## config.mk

```make
export PLATFORM = sky130hd
export DESIGN_NAME = uimc_top
export DESIGN_NICKNAME = d
export VERILOG_FILES = /design/src/rtl/uimc_pkg.sv /design/src/rtl/uimc_stat_bank.sv /design/src/rtl/uimc_rst_gen.sv /design/src/rtl/uimc_top.sv
export SDC_FILE = /design/constraint.sdc
export NUM_CORES = 1
export LEC_CHECK = 0
export BUFFER_PORTS_ARGS = -buffer_cell sky130_fd_sc_hd__clkbuf_2
export CORE_ASPECT_RATIO = 1.5
export CORE_MARGIN = 8
export CORE_UTILIZATION = 35
export CTS_BUF_LIST = sky130_fd_sc_hd__clkbuf_16
export CTS_CLUSTER_SIZE = 12
export DETAILED_ROUTE_END_ITERATION = 10
export GPL_TIMING_DRIVEN = 0
export PLACE_DENSITY = 0.78
export SETUP_SLACK_MARGIN = 0.2
export SYNTH_ARGS = -nofsm -noshare
export SYNTH_HDL_FRONTEND = slang
export SYNTH_SLANG_ARGS = --single-unit
```

## constraint.sdc

```tcl
create_clock -name pclk -period 1.77 [get_ports pclk]
set_input_delay 0.0885 -clock pclk [delete_from_list [all_inputs] [get_ports pclk]]
set_output_delay 0.0885 -clock pclk [all_outputs]
set_load 0.01 [all_outputs]
```

## src/rtl/uimc_pkg.sv

```systemverilog
// package: register map, field layout and timing constants for uimc
`default_nettype none

package uimc_pkg;

   // register data width and APB address width
   localparam int          UIMC_DW       = 16;
   localparam int          UIMC_ADDR_W   = 18;

   // register indices; byte address is four times the index
   localparam logic [15:0] UIMC_IDX_EN_A   = 16'h4046;
   localparam logic [15:0] UIMC_IDX_EN_B   = 16'h4048;
   localparam logic [15:0] UIMC_IDX_STAT_A = 16'h404a;
   localparam logic [15:0] UIMC_IDX_STAT_B = 16'h404c;
   localparam logic [15:0] UIMC_IDX_MSK_A  = 16'h404e;
   localparam logic [15:0] UIMC_IDX_MSK_B  = 16'h4050;
   localparam logic [15:0] UIMC_IDX_SRST   = 16'h4052;
   localparam logic [15:0] UIMC_IDX_WS     = 16'h4054;

   localparam logic [17:0] UIMC_ADR_EN_A   = {UIMC_IDX_EN_A, 2'b00};
   localparam logic [17:0] UIMC_ADR_EN_B   = {UIMC_IDX_EN_B, 2'b00};
   localparam logic [17:0] UIMC_ADR_STAT_A = {UIMC_IDX_STAT_A, 2'b00};
   localparam logic [17:0] UIMC_ADR_STAT_B = {UIMC_IDX_STAT_B, 2'b00};
   localparam logic [17:0] UIMC_ADR_MSK_A  = {UIMC_IDX_MSK_A, 2'b00};
   localparam logic [17:0] UIMC_ADR_MSK_B  = {UIMC_IDX_MSK_B, 2'b00};
   localparam logic [17:0] UIMC_ADR_SRST   = {UIMC_IDX_SRST, 2'b00};
   localparam logic [17:0] UIMC_ADR_WS     = {UIMC_IDX_WS, 2'b00};

   // event bit positions, bank a
   localparam int          UIMC_BIT_HOST_CONN = 6;
   localparam int          UIMC_BIT_BUS_RESET = 1;
   // event bit positions, bank b
   localparam int          UIMC_BIT_HOST_DISC = 6;
   localparam int          UIMC_BIT_DEV_CFG   = 4;
   localparam int          UIMC_BIT_REG_INT   = 0;

   // implemented bits per bank; all others read zero
   localparam logic [15:0] UIMC_VALID_A = 16'h0042;
   localparam logic [15:0] UIMC_VALID_B = 16'h0051;

   // soft reset key and wait-state field
   localparam logic [7:0]  UIMC_RST_KEY     = 8'ha4;
   localparam int          UIMC_KEY_W       = 8;
   localparam int          UIMC_WS_W        = 2;
   localparam logic [1:0]  UIMC_WS_REQUIRED = 2'h1;

   // values after reset
   localparam logic [15:0] UIMC_REG_RST = 16'h0000;
   localparam logic [1:0]  UIMC_WS_RST  = 2'h0;
   localparam logic [31:0] UIMC_RD_RST  = 32'h0000_0000;

   // soft reset pulse length, least time rounded up
   localparam int          UIMC_CLK_NS   = 10;
   localparam int          UIMC_SRST_NS  = 40;
   localparam int          UIMC_SRST_CYC =
      (UIMC_SRST_NS + UIMC_CLK_NS - 1) / UIMC_CLK_NS;

endpackage : uimc_pkg

`default_nettype wire

```

## src/rtl/uimc_stat_bank.sv

```systemverilog
// one bank of sticky status/clear, enable and masked status bits
`default_nettype none

module uimc_stat_bank
   import uimc_pkg::*;
#(
   parameter logic [15:0] VALID = UIMC_VALID_A
) (
   input  wire logic          pclk,
   input  wire logic          presetn,
   input  wire logic          soft_rst,
   input  wire logic [15:0]   evt,
   input  wire logic          clr_we,
   input  wire logic          en_we,
   input  wire logic [15:0]   wdata,
   output logic      [15:0]   status,
   output logic      [15:0]   enable,
   output logic      [15:0]   masked
);

   typedef struct packed {
      logic [15:0] stat;
      logic [15:0] en;
   } uimc_bank_t;

   uimc_bank_t st_r;
   uimc_bank_t st_nxt;

   always_comb begin
      st_nxt = st_r;
      if (clr_we) begin
         st_nxt.stat = st_r.stat & ~wdata;
      end
      // a new event outranks a clear in the same cycle
      st_nxt.stat = (st_nxt.stat | evt) & VALID;
      if (en_we) begin
         st_nxt.en = wdata & VALID;
      end
      if (soft_rst) begin
         st_nxt.stat = UIMC_REG_RST;
         st_nxt.en   = UIMC_REG_RST;
      end
   end

   always_ff @(posedge pclk or negedge presetn) begin
      if (!presetn) begin
         st_r <= {UIMC_REG_RST, UIMC_REG_RST};
      end else begin
         st_r <= st_nxt;
      end
   end

   assign status = st_r.stat;
   assign enable = st_r.en;
   assign masked = st_r.stat & st_r.en & VALID;

endmodule : uimc_stat_bank

`default_nettype wire

```

## src/rtl/uimc_rst_gen.sv

```systemverilog
// keyed software reset: stretches a key match into a reset pulse
`default_nettype none

module uimc_rst_gen
   import uimc_pkg::*;
#(
   parameter int CYC = UIMC_SRST_CYC
) (
   input  wire logic                  pclk,
   input  wire logic                  presetn,
   input  wire logic                  key_we,
   input  wire logic [UIMC_KEY_W-1:0] key,
   output logic                       usb_soft_rst
);

   localparam int CW = $clog2(CYC + 1);
   localparam logic [CW-1:0] CNT_LOAD = CW'(CYC);
   localparam logic [CW-1:0] CNT_ZERO = '0;

   typedef struct packed {
      logic [CW-1:0] cnt;
      logic          act;
   } uimc_rst_t;

   uimc_rst_t st_r;
   uimc_rst_t st_nxt;

   always_comb begin
      st_nxt = st_r;
      if (st_r.cnt != CNT_ZERO) begin
         st_nxt.cnt = st_r.cnt - CW'(1);
      end
      // only the exact key arms the pulse; any other value is dropped
      if (key_we && key == UIMC_RST_KEY) begin
         st_nxt.cnt = CNT_LOAD;
      end
      st_nxt.act = (st_nxt.cnt != CNT_ZERO);
   end

   always_ff @(posedge pclk or negedge presetn) begin
      if (!presetn) begin
         st_r <= '0;
      end else begin
         st_r <= st_nxt;
      end
   end

   assign usb_soft_rst = st_r.act;

endmodule : uimc_rst_gen

`default_nettype wire

```

## src/rtl/uimc_top.sv

```systemverilog
// usb interrupt masking, keyed soft reset and wait-state control, APB slave
//
// Chosen here: register access over APB.
`default_nettype none

module uimc_top
   import uimc_pkg::*;
#(
   parameter int ADDR_W   = UIMC_ADDR_W,
   parameter int SRST_CYC = UIMC_SRST_CYC
) (
   input  wire logic              pclk,
   input  wire logic              presetn,
   input  wire logic              psel,
   input  wire logic              penable,
   input  wire logic              pwrite,
   input  wire logic [ADDR_W-1:0] paddr,
   input  wire logic [31:0]       pwdata,
   output logic      [31:0]       prdata,
   output logic                   pready,
   output logic                   pslverr,
   input  wire logic              usb_host_conn_evt,
   input  wire logic              bus_reset_event,
   input  wire logic              usb_host_disc_evt,
   input  wire logic              usb_dev_cfg_evt,
   input  wire logic              usb_reg_int_evt,
   output logic                   usb_soft_rst,
   output logic      [1:0]        usb_wait_states,
   output logic                   irq
);

   typedef struct packed {
      logic [31:0]          rdata;
      logic [UIMC_WS_W-1:0] ws;
      logic [UIMC_WS_W-1:0] ws_cnt;
      logic                 irq;
   } uimc_top_t;

   uimc_top_t st_r;
   uimc_top_t st_nxt;

   // address decode
   logic hit_en_a;
   logic hit_en_b;
   logic hit_stat_a;
   logic hit_stat_b;
   logic hit_msk_a;
   logic hit_msk_b;
   logic hit_srst;
   logic hit_ws;
   logic hit_any;

   // bus phase
   logic acc;
   logic done;
   logic wr_done;

   // bank wiring
   logic [15:0] evt_a;
   logic [15:0] evt_b;
   logic [15:0] status_a;
   logic [15:0] status_b;
   logic [15:0] enable_a;
   logic [15:0] enable_b;
   logic [15:0] masked_a;
   logic [15:0] masked_b;
   logic [15:0] wdata16;
   logic [15:0] rd_mux;

   assign wdata16 = pwdata[15:0];

   always_comb begin
      hit_en_a   = 1'b0;
      hit_en_b   = 1'b0;
      hit_stat_a = 1'b0;
      hit_stat_b = 1'b0;
      hit_msk_a  = 1'b0;
      hit_msk_b  = 1'b0;
      hit_srst   = 1'b0;
      hit_ws     = 1'b0;
      if (paddr == ADDR_W'(UIMC_ADR_EN_A)) begin
         hit_en_a = 1'b1;
      end else if (paddr == ADDR_W'(UIMC_ADR_EN_B)) begin
         hit_en_b = 1'b1;
      end else if (paddr == ADDR_W'(UIMC_ADR_STAT_A)) begin
         hit_stat_a = 1'b1;
      end else if (paddr == ADDR_W'(UIMC_ADR_STAT_B)) begin
         hit_stat_b = 1'b1;
      end else if (paddr == ADDR_W'(UIMC_ADR_MSK_A)) begin
         hit_msk_a = 1'b1;
      end else if (paddr == ADDR_W'(UIMC_ADR_MSK_B)) begin
         hit_msk_b = 1'b1;
      end else if (paddr == ADDR_W'(UIMC_ADR_SRST)) begin
         hit_srst = 1'b1;
      end else if (paddr == ADDR_W'(UIMC_ADR_WS)) begin
         hit_ws = 1'b1;
      end
      hit_any = hit_en_a | hit_en_b | hit_stat_a | hit_stat_b |
                hit_msk_a | hit_msk_b | hit_srst | hit_ws;
   end

   // access phase ends once the programmed wait states have elapsed;
   // >= keeps a transfer from hanging if the field changes mid-access
   assign acc     = psel & penable;
   assign done    = acc & (st_r.ws_cnt >= st_r.ws);
   assign wr_done = done & pwrite;

   assign pready  = done;
   assign pslverr = done & ~hit_any;

   // read mux; write-only key register reads zero
   always_comb begin
      rd_mux = UIMC_REG_RST;
      if (hit_en_a) begin
         rd_mux = enable_a;
      end else if (hit_en_b) begin
         rd_mux = enable_b;
      end else if (hit_stat_a) begin
         rd_mux = status_a;
      end else if (hit_stat_b) begin
         rd_mux = status_b;
      end else if (hit_msk_a) begin
         rd_mux = masked_a;
      end else if (hit_msk_b) begin
         rd_mux = masked_b;
      end else if (hit_ws) begin
         rd_mux = {{(16 - UIMC_WS_W){1'b0}}, st_r.ws};
      end
   end

   // event vectors in register layout
   always_comb begin
      evt_a = UIMC_REG_RST;
      evt_b = UIMC_REG_RST;
      evt_a[UIMC_BIT_HOST_CONN] = usb_host_conn_evt;
      evt_a[UIMC_BIT_BUS_RESET] = bus_reset_event;
      evt_b[UIMC_BIT_HOST_DISC] = usb_host_disc_evt;
      evt_b[UIMC_BIT_DEV_CFG]   = usb_dev_cfg_evt;
      evt_b[UIMC_BIT_REG_INT]   = usb_reg_int_evt;
   end

   uimc_stat_bank #(
      .VALID    (UIMC_VALID_A)
   ) u_bank_a (
      .pclk     (pclk),
      .presetn  (presetn),
      .soft_rst (usb_soft_rst),
      .evt      (evt_a),
      .clr_we   (wr_done & hit_stat_a),
      .en_we    (wr_done & hit_en_a),
      .wdata    (wdata16),
      .status   (status_a),
      .enable   (enable_a),
      .masked   (masked_a)
   );

   uimc_stat_bank #(
      .VALID    (UIMC_VALID_B)
   ) u_bank_b (
      .pclk     (pclk),
      .presetn  (presetn),
      .soft_rst (usb_soft_rst),
      .evt      (evt_b),
      .clr_we   (wr_done & hit_stat_b),
      .en_we    (wr_done & hit_en_b),
      .wdata    (wdata16),
      .status   (status_b),
      .enable   (enable_b),
      .masked   (masked_b)
   );

   uimc_rst_gen #(
      .CYC          (SRST_CYC)
   ) u_rst_gen (
      .pclk         (pclk),
      .presetn      (presetn),
      .key_we       (wr_done & hit_srst),
      .key          (pwdata[UIMC_KEY_W-1:0]),
      .usb_soft_rst (usb_soft_rst)
   );

   always_comb begin
      st_nxt = st_r;
      // wait-state counter runs only inside an access phase
      if (acc && !done) begin
         st_nxt.ws_cnt = st_r.ws_cnt + UIMC_WS_W'(1);
      end else begin
         st_nxt.ws_cnt = UIMC_WS_RST;
      end
      // read data is sampled every selected cycle before the answer;
      // what software sees is the state one cycle before pready
      if (psel && !done) begin
         st_nxt.rdata = {16'h0000, rd_mux};
      end
      // no check of the written value: 01 is software's duty
      if (wr_done && hit_ws) begin
         st_nxt.ws = pwdata[UIMC_WS_W-1:0];
      end
      st_nxt.irq = |(masked_a | masked_b);
   end

   always_ff @(posedge pclk or negedge presetn) begin
      if (!presetn) begin
         st_r.rdata  <= UIMC_RD_RST;
         st_r.ws     <= UIMC_WS_RST;
         st_r.ws_cnt <= UIMC_WS_RST;
         st_r.irq    <= 1'b0;
      end else begin
         st_r <= st_nxt;
      end
   end

   assign prdata          = st_r.rdata;
   assign usb_wait_states = st_r.ws;
   assign irq             = st_r.irq;

endmodule : uimc_top

`default_nettype wire

```

==> metrics.md <==
| Metric | Value |
|---|---|
| Status | finished clean |
| Least-Margin Pin Slew | 0.6228 ns |
| Crit path required time | 1.68 ns |
| CTS Buf Count | 3 |
| # port buffers | 44 |
| Seq/Total Area, Yosys | 32.03% |
| Clock Latency Late Sink | 0.26 ns |
| Total number of vias | 1731 |
| Post-synthesis adder-cell area fraction | 3.482% |
| Die H | 103.8 µm |
| CP cell instances | clkbuf_2 -> or4_4 -> buf_8 -> nor3_4 -> buf_6 -> o211ai_1 -> and4_1 -> clkbuf_2 |
| Crit path capture type | primary output |
| Fin area | 0.002631 mm² |
| Pre-CTS setup slack | -0.2277 ns |
| Synth Area in Simple Gates | 31.75% |
| Die ar. | 0.007729 mm² |
| Rel. slew slack | 58.48% |
| Leak Pwr | 1.365 nW |
| Vias in the first global route | 1745 |
| Detailed-router iteration count before antenna repair | 4 |
| Vias/cell | 4.835 |
| Synth cell types | 55 |
| Power per cell area | 486.0 mW/mm² |
| Nets | 356 |
| Worst Hold Margin | 0.09096 ns |
| Fin crit period | 1.715 ns |
| Synth cell count leaders | 34 x buf_4, 23 x dfrtp_1, 13 x nor2_1 |
| Ports | 98 |
| Post-DP Area | 0.002235 mm² |
| Clk sinks | 23 |
| DRC | 0 |
| Detailed Route Iter0 Violations | 90 |
| Die W | 74.50 µm |
| Setup TNS | 0 ns |
| CTS clock-pin slew for the worst setup and hold paths | 0.06 ns |
| TritonCTS clock tree | yes |
| Critical Path Fanout Max | 6 |
| #FFs+latches synth | 23 |
| Crit path max-delay family | simple AND/OR/NAND/NOR gates |
| Endpoints failing setup | 0 |
| Slowest stage cell, crit path | or4_4 |
| Max incr delay on CP | 0.53 ns |
| Post-synthesis async set-or-reset flop share | 100.0% |
| Largest net degree at the start of global routing | 24 |
| Fillcell total | 488 |
| Post-Synthesis Cell Area | 0.001797 mm² |
| Syn avg cell area | 9.261 µm² |
| Global-route wire length before repair | 7.631 mm |
| Mean routed wirelength per cell | 13.65 µm |
| Synth area leaders | dfrtp_1 32%, buf_4 14%, nor4_4 4.7%, ha_1 3.5%, mux2i_1 2.8% |
| Buffers and inverters on the worst path | 4 |
| Maximum vdd drop | 0.0003001 V |
| Post-synthesis mux area share | 4.039% |
| Layout cells sized above 1 | 48.97% |
| Synth Instances | 194 |
| Number of enable flip-flop cells after synthesis | 0 |
| Routed Antenna Nets | 0 |
| Synth area leader | dfrtp_1 |
| Routed wire length | 4.888 mm |
| Count leader, synth | buf_4 |
| Final setup margin | 0.05465 ns |
| Area Growth Syn to Fin | 46.45% |
| Hold Path Class | in -> reg |
| Final Wtd Congestion | 0.9692 |
| ANT cells | 0 |
| Largest family of logic cells by synthesized area | simple AND/OR/NAND/NOR gates |
| Total GRT Usage | 12.12% |
| Fin. Hold Viols | 0 |
| Clock skew | 0.002003 ns |
| Ys Warns | 0 |
| Starting Density | 35.62% |
| Antenna violations before repair | 0 |
| Max-Cap Viols | 0 |
| Compound-cell area share of the yosys netlist | 9.889% |
| Most used cell, CP | clkbuf_2 |
| Final period util | 96.91% |
| RSZ-0062 raised after global routing | yes |
| Worst Path Arrival | 1.63 ns |
| Worst Path Class, Setup | in -> out |
| Max Buffers Root-to-Sink | 2 |
| DP Wirelength | 3.744 mm |
| Row cnt | 32 |
| Yosys top cell area share | 32.03% |
| Core area | 0.005045 mm² |
| Top_reg_cell synth | dfrtp_1 |
| Clock root buffer | clkbuf_16 |
| XOR/XNOR Fraction of Synth Area | 0.9749% |
| Grt ovf | 0 |
| Fmax | 583.0 MHz |
| H-tree depth | 1 |
| Final Max Slew Viols | 0 |
| CP startpoint kind | input port |
==> what timing repair did <==
item | 4_1_cts | 5_1_grt
setup buffers | 12 | 8
resized for setup | 13 | 19
cloned | 0 | 0
hold buffers | 1 | 0
endpoints found under the hold margin | 23 | 0
setup endpoints to repair | 18 | 21
pin swaps | 17 | 12
==> final cells by class <==
cell class	instances	area (µm²)	share of cell area, %
buffer	38	289.0	10.98
clock buffer	3	75.07	2.853
clock inverter	1	5.005	0.1902
inverter	10	37.54	1.427
multi-input combinational	150	1156	43.94
sequential	23	575.6	21.87
tap	68	85.08	3.233
timing repair buffer	65	407.9	15.50
==> power by group <==
group / switching (mW) / internal [mW]
Combinational: 0.127 / 0.123
Sequential: 0.00425 / 0.533
Clock: 0.187 / 0.304
Total: 0.318 / 0.961
==> routing by layer <==
metal	track usage, %	up-vias	wire length (µm)
met4	4.225	0	158
met3	3.378	18	495
met1	12.46	792	1663
li1	-	821	-
met2	21.96	100	2570
met5	0	-	0
==> metrics by stage <==
step	power (mW)	instances	util (%)
global route	1.339	358	52.16
detailed placement	0.7665	333	44.30
finish	1.279	358	52.16
floorplan	0.6882	221	-
global placement	0.7624	333	44.30
CTS	1.268	350	49.18
==> cells by family (layout without fill, tap and decap cells) <==
kind of cell,count (synthesis),in the layout
buf+inv,48,117
flops,23,23
compound gates,26,26
simple gates,82,82
other cells,1,28
fa+ha+maj,5,5
xor+xnor,2,2
mux,7,7
==> registers in the layout, summed over array words and instances (netlist names) <==
signal	cells
u_rst_gen.usb_soft_rst	1
irq	1
u_bank_b.enable	3
u_rst_gen.st_r	3
st_r	2
u_bank_b.status	3
prdata	4
u_bank_a.status	2
usb_wait_states	2
u_bank_a.enable	2
==> final timing paths <==
check	from	slack, ns	cells after the start	endpoint
max	paddr[14]	0.05	8	pslverr
min	pwdata[4]	0.09	2	u_bank_b.status[4]
max reg2reg	st_r[1]	0.09	7	u_bank_b.status[6]
min reg2reg	prdata[6]	0.52	2	prdata[6]
max in group asynchronous	presetn	1.00	2	u_rst_gen.st_r[3]
min in group asynchronous	presetn	0.38	2	prdata[0]
==> cell usage in the layout, fill, tap and decap left out, types with 3 or more instances in the layout <==
cell type | synthesis | layout
a21oi_2 | 0 | 3
a311oi_2 | 0 | 3
a31oi_1 | 3 | 3
and3_1 | 6 | 5
and4_1 | 3 | 3
buf_4 | 34 | 49
buf_6 | 1 | 5
clkbuf_16 | 0 | 3
clkbuf_2 | 0 | 44
conb_1 | 1 | 28
dfrtp_1 | 23 | 23
ha_1 | 5 | 4
inv_1 | 10 | 10
mux2i_1 | 5 | 5
nand2_1 | 12 | 11
nand3_2 | 0 | 3
nand4_1 | 3 | 3
nor2_1 | 13 | 13
nor2b_1 | 4 | 4
nor3_1 | 7 | 4
nor3_2 | 1 | 3
nor4_4 | 4 | 4
o21ai_1 | 1 | 5
No activity file was read; power rests on OpenSTA's default activity.
